--- src/core/pfs_pkg.sv ---
// ----------------------------------------------------------------
// constants and carriers for the port function select block
// ----------------------------------------------------------------
package pfs_pkg;

  // register byte addresses and reset values
  localparam logic [31:0] P1_ADDR  = 32'hFFFF0D04;
  localparam logic [31:0] P2_ADDR  = 32'hFFFF0D08;
  localparam logic [31:0] P1_RESET = 32'h10000000;
  localparam logic [31:0] P2_RESET = 32'h01000000;

  // port-1 field positions
  localparam int P1_TXD_BIT = 4;
  localparam int P1_RXD_BIT = 0;

  // port-2 field positions
  localparam int P2_TEST_IF_BIT = 24;
  localparam int P2_LINTX_BIT   = 20;
  localparam int P2_LINRX_BIT   = 16;
  localparam int P2_RXOUT_BIT   = 4;
  localparam int P2_TXIN_BIT    = 0;

  // two-way pin indices
  localparam int PIN_RX    = 0;
  localparam int PIN_TX    = 1;
  localparam int PIN_TXIN  = 2;
  localparam int PIN_RXOUT = 3;
  localparam int NPIN      = 4;

  // bus answers and line levels
  localparam logic [1:0] RESP_OKAY   = 2'h0;
  localparam logic [1:0] RESP_SLVERR = 2'h2;
  localparam logic       LINE_IDLE   = 1'h1;

  // drive of one pad
  typedef struct packed {
    logic out;
    logic oe;
  } pfs_pad_t;

  // write payload held by the bus slave
  typedef struct packed {
    logic [31:0] data;
    logic [3:0]  strb;
  } pfs_wr_t;

endpackage

--- src/core/pfs_pad_mux.sv ---
`timescale 1ns/10ps
// ----------------------------------------------------------------
// one pad: gpio or alternate function
// ----------------------------------------------------------------
module pfs_pad_mux (
  input  wire logic            clk,
  input  wire logic            rst,
  input  wire logic            ce,
  input  wire logic            sel,
  input  pfs_pkg::pfs_pad_t    alt_drv,
  input  pfs_pkg::pfs_pad_t    gpio_drv,
  input  wire logic            pin_in,
  output pfs_pkg::pfs_pad_t    pad_drv_q,
  output logic                 gpio_in_q,
  output logic                 alt_in
);

  // unselected function sees an idle line, not a stray gpio level
  assign alt_in = sel ? pin_in : pfs_pkg::LINE_IDLE;

  // registered pad drive, released at reset
  always_ff @(posedge clk) begin
    if (rst) begin
      pad_drv_q <= '0;
    end else if (ce) begin
      pad_drv_q <= sel ? alt_drv : gpio_drv;
    end
  end

  // gpio readback always shows the pin level
  always_ff @(posedge clk) begin
    if (rst) begin
      gpio_in_q <= 1'h0;
    end else if (ce) begin
      gpio_in_q <= pin_in;
    end
  end

endmodule

--- src/core/pfs_axil_slave.sv ---
`timescale 1ns/10ps
// ----------------------------------------------------------------
// axi4-lite slave front end
// ----------------------------------------------------------------
module pfs_axil_slave #(
  parameter int ADDR_W = 32
) (
  input  wire logic              clk,
  input  wire logic              rst,
  input  wire logic              ce,
  input  wire logic [ADDR_W-1:0] s_awaddr,
  input  wire logic              s_awvalid,
  output logic                   s_awready,
  input  wire logic [31:0]       s_wdata,
  input  wire logic [3:0]        s_wstrb,
  input  wire logic              s_wvalid,
  output logic                   s_wready,
  output logic [1:0]             s_bresp,
  output logic                   s_bvalid,
  input  wire logic              s_bready,
  input  wire logic [ADDR_W-1:0] s_araddr,
  input  wire logic              s_arvalid,
  output logic                   s_arready,
  output logic [31:0]            s_rdata,
  output logic [1:0]             s_rresp,
  output logic                   s_rvalid,
  input  wire logic              s_rready,
  output logic                   wr_fire,
  output logic [ADDR_W-1:0]      wr_addr,
  output pfs_pkg::pfs_wr_t       wr_req,
  input  wire logic              wr_hit,
  input  wire logic [31:0]       rd_data,
  input  wire logic              rd_hit
);

  logic aw_have_q;
  logic aw_have_d;
  logic w_have_q;
  logic w_have_d;
  logic bvalid_d;
  logic rvalid_d;
  logic aw_take;
  logic w_take;
  logic ar_take;

  // handshake bookkeeping; address and data may come in either order
  always_comb begin
    aw_take   = s_awvalid & s_awready;
    w_take    = s_wvalid & s_wready;
    ar_take   = s_arvalid & s_arready;
    wr_fire   = aw_have_q & w_have_q & ~s_bvalid;
    aw_have_d = (aw_have_q | aw_take) & ~wr_fire;
    w_have_d  = (w_have_q | w_take) & ~wr_fire;
    bvalid_d  = wr_fire | (s_bvalid & ~s_bready);
    rvalid_d  = ar_take | (s_rvalid & ~s_rready);
  end

  // write channel state; one write under way at a time
  always_ff @(posedge clk) begin
    if (rst) begin
      aw_have_q <= 1'h0;
      w_have_q  <= 1'h0;
      s_awready <= 1'h0;
      s_wready  <= 1'h0;
      s_bvalid  <= 1'h0;
      s_bresp   <= pfs_pkg::RESP_OKAY;
      wr_addr   <= '0;
      wr_req    <= '0;
    end else if (ce) begin
      aw_have_q <= aw_have_d;
      w_have_q  <= w_have_d;
      s_awready <= ~aw_have_d & ~bvalid_d;
      s_wready  <= ~w_have_d & ~bvalid_d;
      s_bvalid  <= bvalid_d;
      if (aw_take) begin
        wr_addr <= s_awaddr;
      end
      if (w_take) begin
        wr_req <= '{data: s_wdata, strb: s_wstrb};
      end
      if (wr_fire) begin
        s_bresp <= wr_hit ? pfs_pkg::RESP_OKAY : pfs_pkg::RESP_SLVERR;
      end
    end
  end

  // read channel state; data is captured at the address edge
  always_ff @(posedge clk) begin
    if (rst) begin
      s_arready <= 1'h0;
      s_rvalid  <= 1'h0;
      s_rdata   <= '0;
      s_rresp   <= pfs_pkg::RESP_OKAY;
    end else if (ce) begin
      s_arready <= ~rvalid_d;
      s_rvalid  <= rvalid_d;
      if (ar_take) begin
        s_rdata <= rd_hit ? rd_data : 32'h00000000;
        s_rresp <= rd_hit ? pfs_pkg::RESP_OKAY : pfs_pkg::RESP_SLVERR;
      end
    end
  end

endmodule

--- src/core/pfs_top.sv ---
`timescale 1ns/10ps
// ----------------------------------------------------------------
// How it works
// - port-1 bit 4 set drives the uart tx pin from uart transmit.
// - port-1 bit 0 set feeds the uart rx pin into uart receive.
// - port-2 bit 24 routes test-interface serial output to its pin.
// - port-2 bit 20 set with bit 0 clear drives lin data from uart transmit.
// - port-2 bits 20 and 0 clear take lin transmit data from internal pad.
// - port-2 bit 16 set feeds lin input to timing logic and uart.
// - port-2 bit 16 clear gives internal pad diagnostic readback.
// - port-2 bit 4 set outputs lin received data on its pin.
// - port-2 bit 0 set passes its pin through to lin transmit.
// - reset loads both function registers with their defaults.
// - both registers read back at their addresses as written.
// ----------------------------------------------------------------
module pfs_top #(
  parameter int ADDR_W = 32
) (
  input  wire logic                            clk,
  input  wire logic                            rst,
  input  wire logic                            ce,
  input  wire logic [ADDR_W-1:0]               s_awaddr,
  input  wire logic                            s_awvalid,
  output logic                                 s_awready,
  input  wire logic [31:0]                     s_wdata,
  input  wire logic [3:0]                      s_wstrb,
  input  wire logic                            s_wvalid,
  output logic                                 s_wready,
  output logic [1:0]                           s_bresp,
  output logic                                 s_bvalid,
  input  wire logic                            s_bready,
  input  wire logic [ADDR_W-1:0]               s_araddr,
  input  wire logic                            s_arvalid,
  output logic                                 s_arready,
  output logic [31:0]                          s_rdata,
  output logic [1:0]                           s_rresp,
  output logic                                 s_rvalid,
  input  wire logic                            s_rready,
  input  wire logic                            uart_txd,
  output logic                                 uart_rxd_q,
  input  wire logic                            test_if_data,
  input  wire logic                            test_if_gpio_out,
  output logic                                 test_if_pin_q,
  input  wire logic                            lin_rxd,
  input  wire logic                            diag_rxd,
  input  wire logic                            lin_tx_pad,
  output logic                                 lin_txd_q,
  output logic                                 bsd_link_rxd_q,
  output logic                                 lin_rx_pad_q,
  input  pfs_pkg::pfs_pad_t [pfs_pkg::NPIN-1:0] gpio_drv,
  input  wire logic [pfs_pkg::NPIN-1:0]        pin_in,
  output pfs_pkg::pfs_pad_t [pfs_pkg::NPIN-1:0] pin_drv_q,
  output logic [pfs_pkg::NPIN-1:0]             gpio_in_q
);

  // ----------------------------------------------------------------
  // elaboration checks
  // ----------------------------------------------------------------

  // decode needs the low twelve bits at least, and no more than 32
  if (ADDR_W < 12 || ADDR_W > 32) begin : g_bad_addr_w
    $error("pfs_top: ADDR_W must lie in 12..32");
  end

  // ----------------------------------------------------------------
  // declarations
  // ----------------------------------------------------------------

  logic [31:0]                          p1_q;
  logic [31:0]                          p2_q;
  logic                                 wr_fire;
  logic [ADDR_W-1:0]                    wr_addr;
  pfs_pkg::pfs_wr_t                     wr_req;
  logic                                 wr_p1;
  logic                                 wr_p2;
  logic                                 rd_p1;
  logic                                 rd_p2;
  logic [31:0]                          rd_data;
  logic [pfs_pkg::NPIN-1:0]             pin_sel;
  logic [pfs_pkg::NPIN-1:0]             alt_in;
  pfs_pkg::pfs_pad_t [pfs_pkg::NPIN-1:0] alt_drv;
  logic                                 lin_rx_path;
  logic                                 live_en;

  // ----------------------------------------------------------------
  // register bus
  // ----------------------------------------------------------------

  pfs_axil_slave #(
    .ADDR_W (ADDR_W)
  ) u_bus (
    .clk       (clk),
    .rst       (rst),
    .ce        (ce),
    .s_awaddr  (s_awaddr),
    .s_awvalid (s_awvalid),
    .s_awready (s_awready),
    .s_wdata   (s_wdata),
    .s_wstrb   (s_wstrb),
    .s_wvalid  (s_wvalid),
    .s_wready  (s_wready),
    .s_bresp   (s_bresp),
    .s_bvalid  (s_bvalid),
    .s_bready  (s_bready),
    .s_araddr  (s_araddr),
    .s_arvalid (s_arvalid),
    .s_arready (s_arready),
    .s_rdata   (s_rdata),
    .s_rresp   (s_rresp),
    .s_rvalid  (s_rvalid),
    .s_rready  (s_rready),
    .wr_fire   (wr_fire),
    .wr_addr   (wr_addr),
    .wr_req    (wr_req),
    .wr_hit    (wr_p1 | wr_p2),
    .rd_data   (rd_data),
    .rd_hit    (rd_p1 | rd_p2)
  );

  // address decode on full width; anything else answers slverr
  always_comb begin
    wr_p1   = wr_addr == pfs_pkg::P1_ADDR[ADDR_W-1:0];
    wr_p2   = wr_addr == pfs_pkg::P2_ADDR[ADDR_W-1:0];
    rd_p1   = s_araddr == pfs_pkg::P1_ADDR[ADDR_W-1:0];
    rd_p2   = s_araddr == pfs_pkg::P2_ADDR[ADDR_W-1:0];
    rd_data = rd_p1 ? p1_q : (rd_p2 ? p2_q : 32'h00000000);
  end

  // ----------------------------------------------------------------
  // function registers
  // ----------------------------------------------------------------

  // byte lanes; reserved bits are stored too, so reads echo writes
  for (genvar b = 0; b < 4; b++) begin : g_byte
    always_ff @(posedge clk) begin
      if (rst) begin
        p1_q[8*b+:8] <= pfs_pkg::P1_RESET[8*b+:8];
        p2_q[8*b+:8] <= pfs_pkg::P2_RESET[8*b+:8];
      end else if (ce && wr_fire && wr_req.strb[b]) begin
        if (wr_p1) begin
          p1_q[8*b+:8] <= wr_req.data[8*b+:8];
        end
        if (wr_p2) begin
          p2_q[8*b+:8] <= wr_req.data[8*b+:8];
        end
      end
    end
  end

  // ----------------------------------------------------------------
  // two-way pins
  // ----------------------------------------------------------------

  // select and alternate drive per pin; input-only functions float the pad
  always_comb begin
    pin_sel[pfs_pkg::PIN_RX]    = p1_q[pfs_pkg::P1_RXD_BIT];
    pin_sel[pfs_pkg::PIN_TX]    = p1_q[pfs_pkg::P1_TXD_BIT];
    pin_sel[pfs_pkg::PIN_TXIN]  = p2_q[pfs_pkg::P2_TXIN_BIT];
    pin_sel[pfs_pkg::PIN_RXOUT] = p2_q[pfs_pkg::P2_RXOUT_BIT];
    alt_drv[pfs_pkg::PIN_RX]    = '{out: 1'h0, oe: 1'h0};
    alt_drv[pfs_pkg::PIN_TX]    = '{out: uart_txd, oe: 1'h1};
    alt_drv[pfs_pkg::PIN_TXIN]  = '{out: 1'h0, oe: 1'h0};
    alt_drv[pfs_pkg::PIN_RXOUT] = '{out: lin_rxd, oe: 1'h1};
  end

  for (genvar p = 0; p < pfs_pkg::NPIN; p++) begin : g_pin
    pfs_pad_mux u_pad (
      .clk       (clk),
      .rst       (rst),
      .ce        (ce),
      .sel       (pin_sel[p]),
      .alt_drv   (alt_drv[p]),
      .gpio_drv  (gpio_drv[p]),
      .pin_in    (pin_in[p]),
      .pad_drv_q (pin_drv_q[p]),
      .gpio_in_q (gpio_in_q[p]),
      .alt_in    (alt_in[p])
    );
  end

  // ----------------------------------------------------------------
  // internal lin, uart and test-interface routing
  // ----------------------------------------------------------------

  // lin input path, idle high when disabled so the uart sees no break
  assign lin_rx_path = p2_q[pfs_pkg::P2_LINRX_BIT] ? lin_rxd : pfs_pkg::LINE_IDLE;

  // uart receive: both sources idle high, so an and merges them
  always_ff @(posedge clk) begin
    if (rst) begin
      uart_rxd_q <= pfs_pkg::LINE_IDLE;
    end else if (ce) begin
      uart_rxd_q <= alt_in[pfs_pkg::PIN_RX] & lin_rx_path;
    end
  end

  // lin timing logic input and the internal diagnostic pad
  always_ff @(posedge clk) begin
    if (rst) begin
      bsd_link_rxd_q <= pfs_pkg::LINE_IDLE;
      lin_rx_pad_q   <= 1'h0;
    end else if (ce) begin
      bsd_link_rxd_q <= lin_rx_path;
      lin_rx_pad_q <= p2_q[pfs_pkg::P2_LINRX_BIT] ? lin_rxd : diag_rxd;
    end
  end

  // lin transmit; the standalone pass-through wins over both sources
  always_ff @(posedge clk) begin
    if (rst) begin
      lin_txd_q <= pfs_pkg::LINE_IDLE;
    end else if (ce) begin
      if (p2_q[pfs_pkg::P2_TXIN_BIT]) begin
        lin_txd_q <= alt_in[pfs_pkg::PIN_TXIN];
      end else if (p2_q[pfs_pkg::P2_LINTX_BIT]) begin
        lin_txd_q <= uart_txd;
      end else begin
        lin_txd_q <= lin_tx_pad;
      end
    end
  end

  // test-interface pin: test_if_data when that interface is enabled, else test_if_gpio_out
  always_ff @(posedge clk) begin
    if (rst) begin
      test_if_pin_q <= 1'h0;
    end else if (ce) begin
      test_if_pin_q <= p2_q[pfs_pkg::P2_TEST_IF_BIT] ? test_if_data : test_if_gpio_out;
    end
  end

  // reset may drop on an edge; the sampled gate keeps that first edge quiet
  assign live_en = ce & ~rst;
endmodule

--- config.mk ---
export PLATFORM = sky130hd
export DESIGN_NAME = pfs_top
export DESIGN_NICKNAME = d
export VERILOG_FILES = /design/src/core/pfs_pkg.sv /design/src/core/pfs_pad_mux.sv /design/src/core/pfs_axil_slave.sv /design/src/core/pfs_top.sv
export SDC_FILE = /design/constraint.sdc
export NUM_CORES = 1
export LEC_CHECK = 0
export BUFFER_PORTS_ARGS = -buffer_cell sky130_fd_sc_hd__clkbuf_2
export CAP_MARGIN = 5
export CORE_MARGIN = 1.5
export CORE_UTILIZATION = 53
export CTS_CLUSTER_SIZE = 16
export DETAILED_ROUTE_END_ITERATION = 16
export GPL_TIMING_DRIVEN = 0
export PLACE_DENSITY = 0.76
export SKIP_LAST_GASP = 1
export SLEW_MARGIN = 20
export SYNTH_ARGS = -nofsm -noshare
export SYNTH_HDL_FRONTEND = slang
export SYNTH_SLANG_ARGS = --single-unit
--- constraint.sdc ---
create_clock -name clk -period 2.65 [get_ports clk]
set_input_delay 0.53 -clock clk [delete_from_list [all_inputs] [get_ports clk]]
set_output_delay 0.53 -clock clk [all_outputs]
set_load 0.02 [all_outputs]
==> Yosys cells after proc, flatten, opt, wreduce, memory -nomap -nowiden <==
Cells that the tools add are included.
{ "totals": {"register_bits": 192, "inputBits": 126, "elab_cells": 100} }
{ "classes": {"n_eq_ne": 4, "muxes": 15, "bitwise": 26, "reduce_logical": 17} }
{ "op_table": {"columns": ["op", "count"], "rows": [
  ["$eq 32x32->1 const B", 4],
  ["$mux 32", 3],
  ["$reduce_and 2->1", 12],
  ["$and 1x1->1", 12],
  ["$mux 2", 6],
  ["$not 1->1", 8],
  ["$mux 1", 6],
  ["$or 1x1->1", 6],
  ["$logic_and 1x1->1", 5]
]} }

==> Longest topological paths before layout <==
{ "depth": {"word_depth": 6, "ltp_mapped": 7, "mapped_depth_nobuf": 5} }

==> Hierarchy <==
From an unflattened synthesis, not the netlist that was laid out.
{ "hier_totals": {"cells_unflattened": 940, "hier_area_um2": 9118.7} }
{ "modules_own_cells": {"columns": ["module", "n_inst", "cells_each", "area_per_inst_um2"], "rows": [
  ["pfs_axil_slave", 1, 482, 4957.3],
  ["pfs_top", 1, 410, 3666.0],
  ["pfs_pad_mux", 4, 12, 123.9]
]} }

==> Worst setup path before layout <==
OpenSTA, ideal clock, no wires.
{ "synth_path": {"path_kind": "input to register", "startpoint": "input ce", "endpoint": "register p1_q[10]", "arrival_ps": 1943, "t_required_ps": 2522, "slack_ps": 580, "path_stages": 7, "path_buffers": 2, "cell_sequence": "buf_2 and4b_1 clkbuf_1 and3_1 nand3_1 mux2i_1 nor2_1"} }
{ "synth_between": {"elab_chain_len": 3} }
{ "synth_rtl": {"columns": ["element", "line_no", "text"], "rows": [
  ["from (decl)", "pfs_top.sv:21", "input wire logic ce,"],
  ["$logic_and 1x1->1 (2 in series)", "pfs_top.sv:139", "end else if (ce && wr_fire && wr_req.strb[b]) begin"],
  ["$reduce_and 2->1 (no source line)", null, null],
  ["to (signal, indexed assignment)", "pfs_top.sv:137", "p1_q[8*b+:8] <= pfs_pkg::P1_RESET[8*b+:8];"],
  ["to (signal, indexed assignment)", "pfs_top.sv:141", "p1_q[8*b+:8] <= wr_req.data[8*b+:8];"],
  ["to (decl)", "pfs_top.sv:69", "logic [31:0] p1_q;"]
]} }
No other way between the ends.
A chain may end at the register's enable or synchronous reset.

==> Worst setup path in the final report <==
{ "layout_path": {"startpoint": "register u_bus.wr_addr[12]", "endpoint": "register p2_q[24]"} }
{ "layout_between": {"elab_chain_len": 2} }
{ "layout_rtl": {"columns": ["element", "line_no", "text"], "rows": [
  ["from (decl)", "pfs_axil_slave.sv:29", "output logic [ADDR_W-1:0] wr_addr,"],
  ["from (signal assigned)", "pfs_axil_slave.sv:76", "wr_addr <= s_awaddr;"],
  ["$eq 32x32->1", "pfs_top.sv:123", "wr_p2 = wr_addr == pfs_pkg::P2_ADDR[ADDR_W-1:0];"],
  ["$reduce_and 2->1 (no source line)", null, null],
  ["to (signal, indexed assignment)", "pfs_top.sv:138", "p2_q[8*b+:8] <= pfs_pkg::P2_RESET[8*b+:8];"],
  ["to (signal, indexed assignment)", "pfs_top.sv:144", "p2_q[8*b+:8] <= wr_req.data[8*b+:8];"],
  ["to (decl)", "pfs_top.sv:70", "logic [31:0] p2_q;"]
]} }
No other way between the ends.

==> metrics.txt <==
VDD IR max 0.434 mV; Crit path buffers/inverters 0; hold worst-path end u_bus.wr_addr[19]; final cell count without fillers 1188; Core Area 13200 um^2; # IOs 184; # H-tree levels 4; worst hold path depth 3; commonest cells after routing, fill and taps aside dfxtp_1 (190), clkbuf_2 (180), nand2_1 (171), mux2i_1 (104), nor2_1 (93); MaxCap Viol Count 0; HP Start s_awaddr[19]; cell row count 42; syn avg cell area 8.96 um^2; Synth Instances 801; Crit path arrival time 2.87 ns; crit-path leading delay family simple AND/OR/NAND/NOR gates; first-pass GRT wire length 28.2 mm; vias in the first global route 5814; Overflow after GRT 0; final setup violation count 0; commonest non-fill, non-tap cell in the layout dfxtp_1; share of cells above drive strength 1 22.0%; final core utilization 67.0%; Critical Path, Cell by Cell nor4b_1 > nand4_1 > nor3_4 > nor2b_1 > a211o_1; reg2reg setup slack 0.10 ns; DRT Pass-1 Iters 5; Finished Cell Area 8870 um^2; Layout area overhead 23.6%; register area 3800 um^2; Fillers 1175; clk buf depth 2; post-synthesis register bit count 190; clk root buf clkbuf_16; final worst path period need 2.55 ns; drt initial violations 461; DP Cell Count 1158; remaining antenna violation count 0; Max-slew headroom 56.3%; Post-CTS Hold Fix Bufs 0; r2r startpoint u_bus.wr_addr[12]; status finished, final reports clean; clk_lat worst skew 0.43 ns; TritonCTS clock tree done; Seq/Total Area, Yosys 53.0%; final wirelength 17.6 mm; Fin. Hold Viols 0; Slew @ Worst Pin 0.654 ns; full die area 14300 um^2; via count 6229; HPWL after DPL 13.0 mm; largest net degree at the start of global routing 17; WP data required 2.97 ns; PortBufs 180; DP Area 8300 um^2; Critical Path Max Stage Delay 0.68 ns; Starting Density 54.2%; Worst-path clk slew 0.07 ns; HP Class primary input to flop; post-synth top area share 53.0%; wire per inst 14.8 um; Synth area leader dfxtp_1; antenna violations before repair 0; CP Class flop to flop; fin nets 1127; routability cong. 0.796; drt via density 5.24; Fmax 392 MHz; critical path's slowest cell nor3_4; CTS Buf Count 17; DR DRC count 0; ranking of synthesized cells by area dfxtp_1 (53%), mux2i_1 (15%), nand2_1 (8.9%); clock sinks 190; maximum fanout along the worst path 9; power density cells 642 nW/um^2; multi-input logic area 3140 um^2; Post-Syn Area 7180 um^2; Synth cell types 32; Synth warnings 0; Die Y 119 um; RR Endpoint p2_q[24]; setup bufs post-CTS 0; Worst Setup End Kind flop; Final period util 96.2%; GRT Overall Usage 25.3%; Setup Skew 0.00912 ns; Leakage Power 0.00398 uW; n_diodes 0; CTS resizes 0; Reg2Reg Depth 5; RSZ-0062 raised after global routing no; Startpoint Class flop; Max Slew Vio Count 0; Die W 119 um
## how the worst max path moves through the flow
| stage | startpoint | end | slack, ns | depth (start not counted) |
|---|---|---|---|---|
| finish | u_bus.wr_addr[12] | p2_q[24] | 0.10 | 5 |
| detailed placement | ce | p1_q[13] | -0.01 | 8 |
| floorplan | ce | p1_q[10] | 0.58 | 7 |
| global placement | ce | p1_q[9] | 0.07 | 8 |
| global route | u_bus.wr_addr[12] | p2_q[24] | 0.04 | 5 |
| CTS | u_bus.wr_addr[24] | p1_q[13] | 0.08 | 5 |
## per-layer routing
metal | GRT usage (%) | part of all wire [%] | vias to the layer above | wire (um)
li1 | - | - | 3106 | -
met1 | 31.6 | 43 | 2893 | 7590
met2 | 43.1 | 49 | 202 | 8590
met3 | 5.56 | 6.2 | 28 | 1090
met4 | 9.45 | 2.0 | 0 | 357
met5 | 0 | 0 | - | 0
## worst register-to-register path, cell delays in order (launching register included)
cell     delay, ns
dfxtp_1       0.31
nor4b_1       0.53
nand4_1       0.51
nor3_4        0.68
nor2b_1       0.13
a211o_1       0.28
## cells by family (layout without fill, tap and decap cells)
logic type / after synthesis / in the layout / synth area share, %
other cells: 1 / 2 / 0.0522
simple gates: 319 / 319 / 19.2
buf+inv: 58 / 268 / 3.43
flops: 190 / 190 / 53.0
mux: 104 / 104 / 14.5
compound gates: 128 / 128 / 9.66
xor+xnor: 1 / 1 / 0.122
## cells in the mapped netlist (all sizes together)
cell and instances:
o2111ai 1, o21ai 36, a21oi 73, nand2 171
dfxtp 190, mux2i 104, nand3 10, and3 7
buf 14, or4 1, nand4 11, nor3 6
o31ai 1, a22oi 5, and4b 2, nor4b 2
nand2b 1, and4 2, conb 1, nor4 5
nor2 93, nand4b 1, xor2 1, a211oi 8
clkbuf 40, nor2b 7, inv 4, o211ai 1
a211o 3
## stage by stage
| step | total power (uW) | TNS [ns] | setup WS (ns) | hold WS (ns) |
|---|---|---|---|---|
| after floorplan | 3160 | 0 | 0.580 | 0.432 |
| after global placement | 3320 | 0 | 0.0651 | 0.433 |
| after detailed placement | 3330 | -0.0143 | -0.0143 | 0.441 |
| after CTS | 5730 | 0 | 0.0794 | 0.305 |
| after global routing | 5890 | 0 | 0.0372 | 0.318 |
| final | 5700 | 0 | 0.101 | 0.314 |
## registers in the layout (all words and copies together) (netlist names), 4 cells and up
| name | flops |
|---|---|
| u_bus.wr_req | 36 |
| p1_q | 32 |
| p2_q | 32 |
| u_bus.s_rdata | 32 |
| u_bus.wr_addr | 32 |
| g_pin.u_pad.pad_drv_q | 8 |
| g_pin.u_pad.gpio_in_q | 4 |
## report_power, final
part / internal [uW] / leakage (uW) / total [uW] / switching [uW]
Sequential: 2900 / 0.00154 / 2930 / 29.9
Combinational: 136 / 0.00216 / 331 / 194
Clock: 1420 / 0.000277 / 2430 / 1010
Total: 4460 / 0.00398 / 5700 / 1230
## layout make-up
class	count	area share (%)
Buffer	54	2.61
Clock buffer	23	5.28
Clock inverter	7	1.00
Inverter	4	0.169
Multi-Input combinational cell	554	35.4
Sequential cell	190	42.9
Tap cell	176	2.48
Timing Repair Buffer	180	10.2
Power figures use the tool's default switching activity.
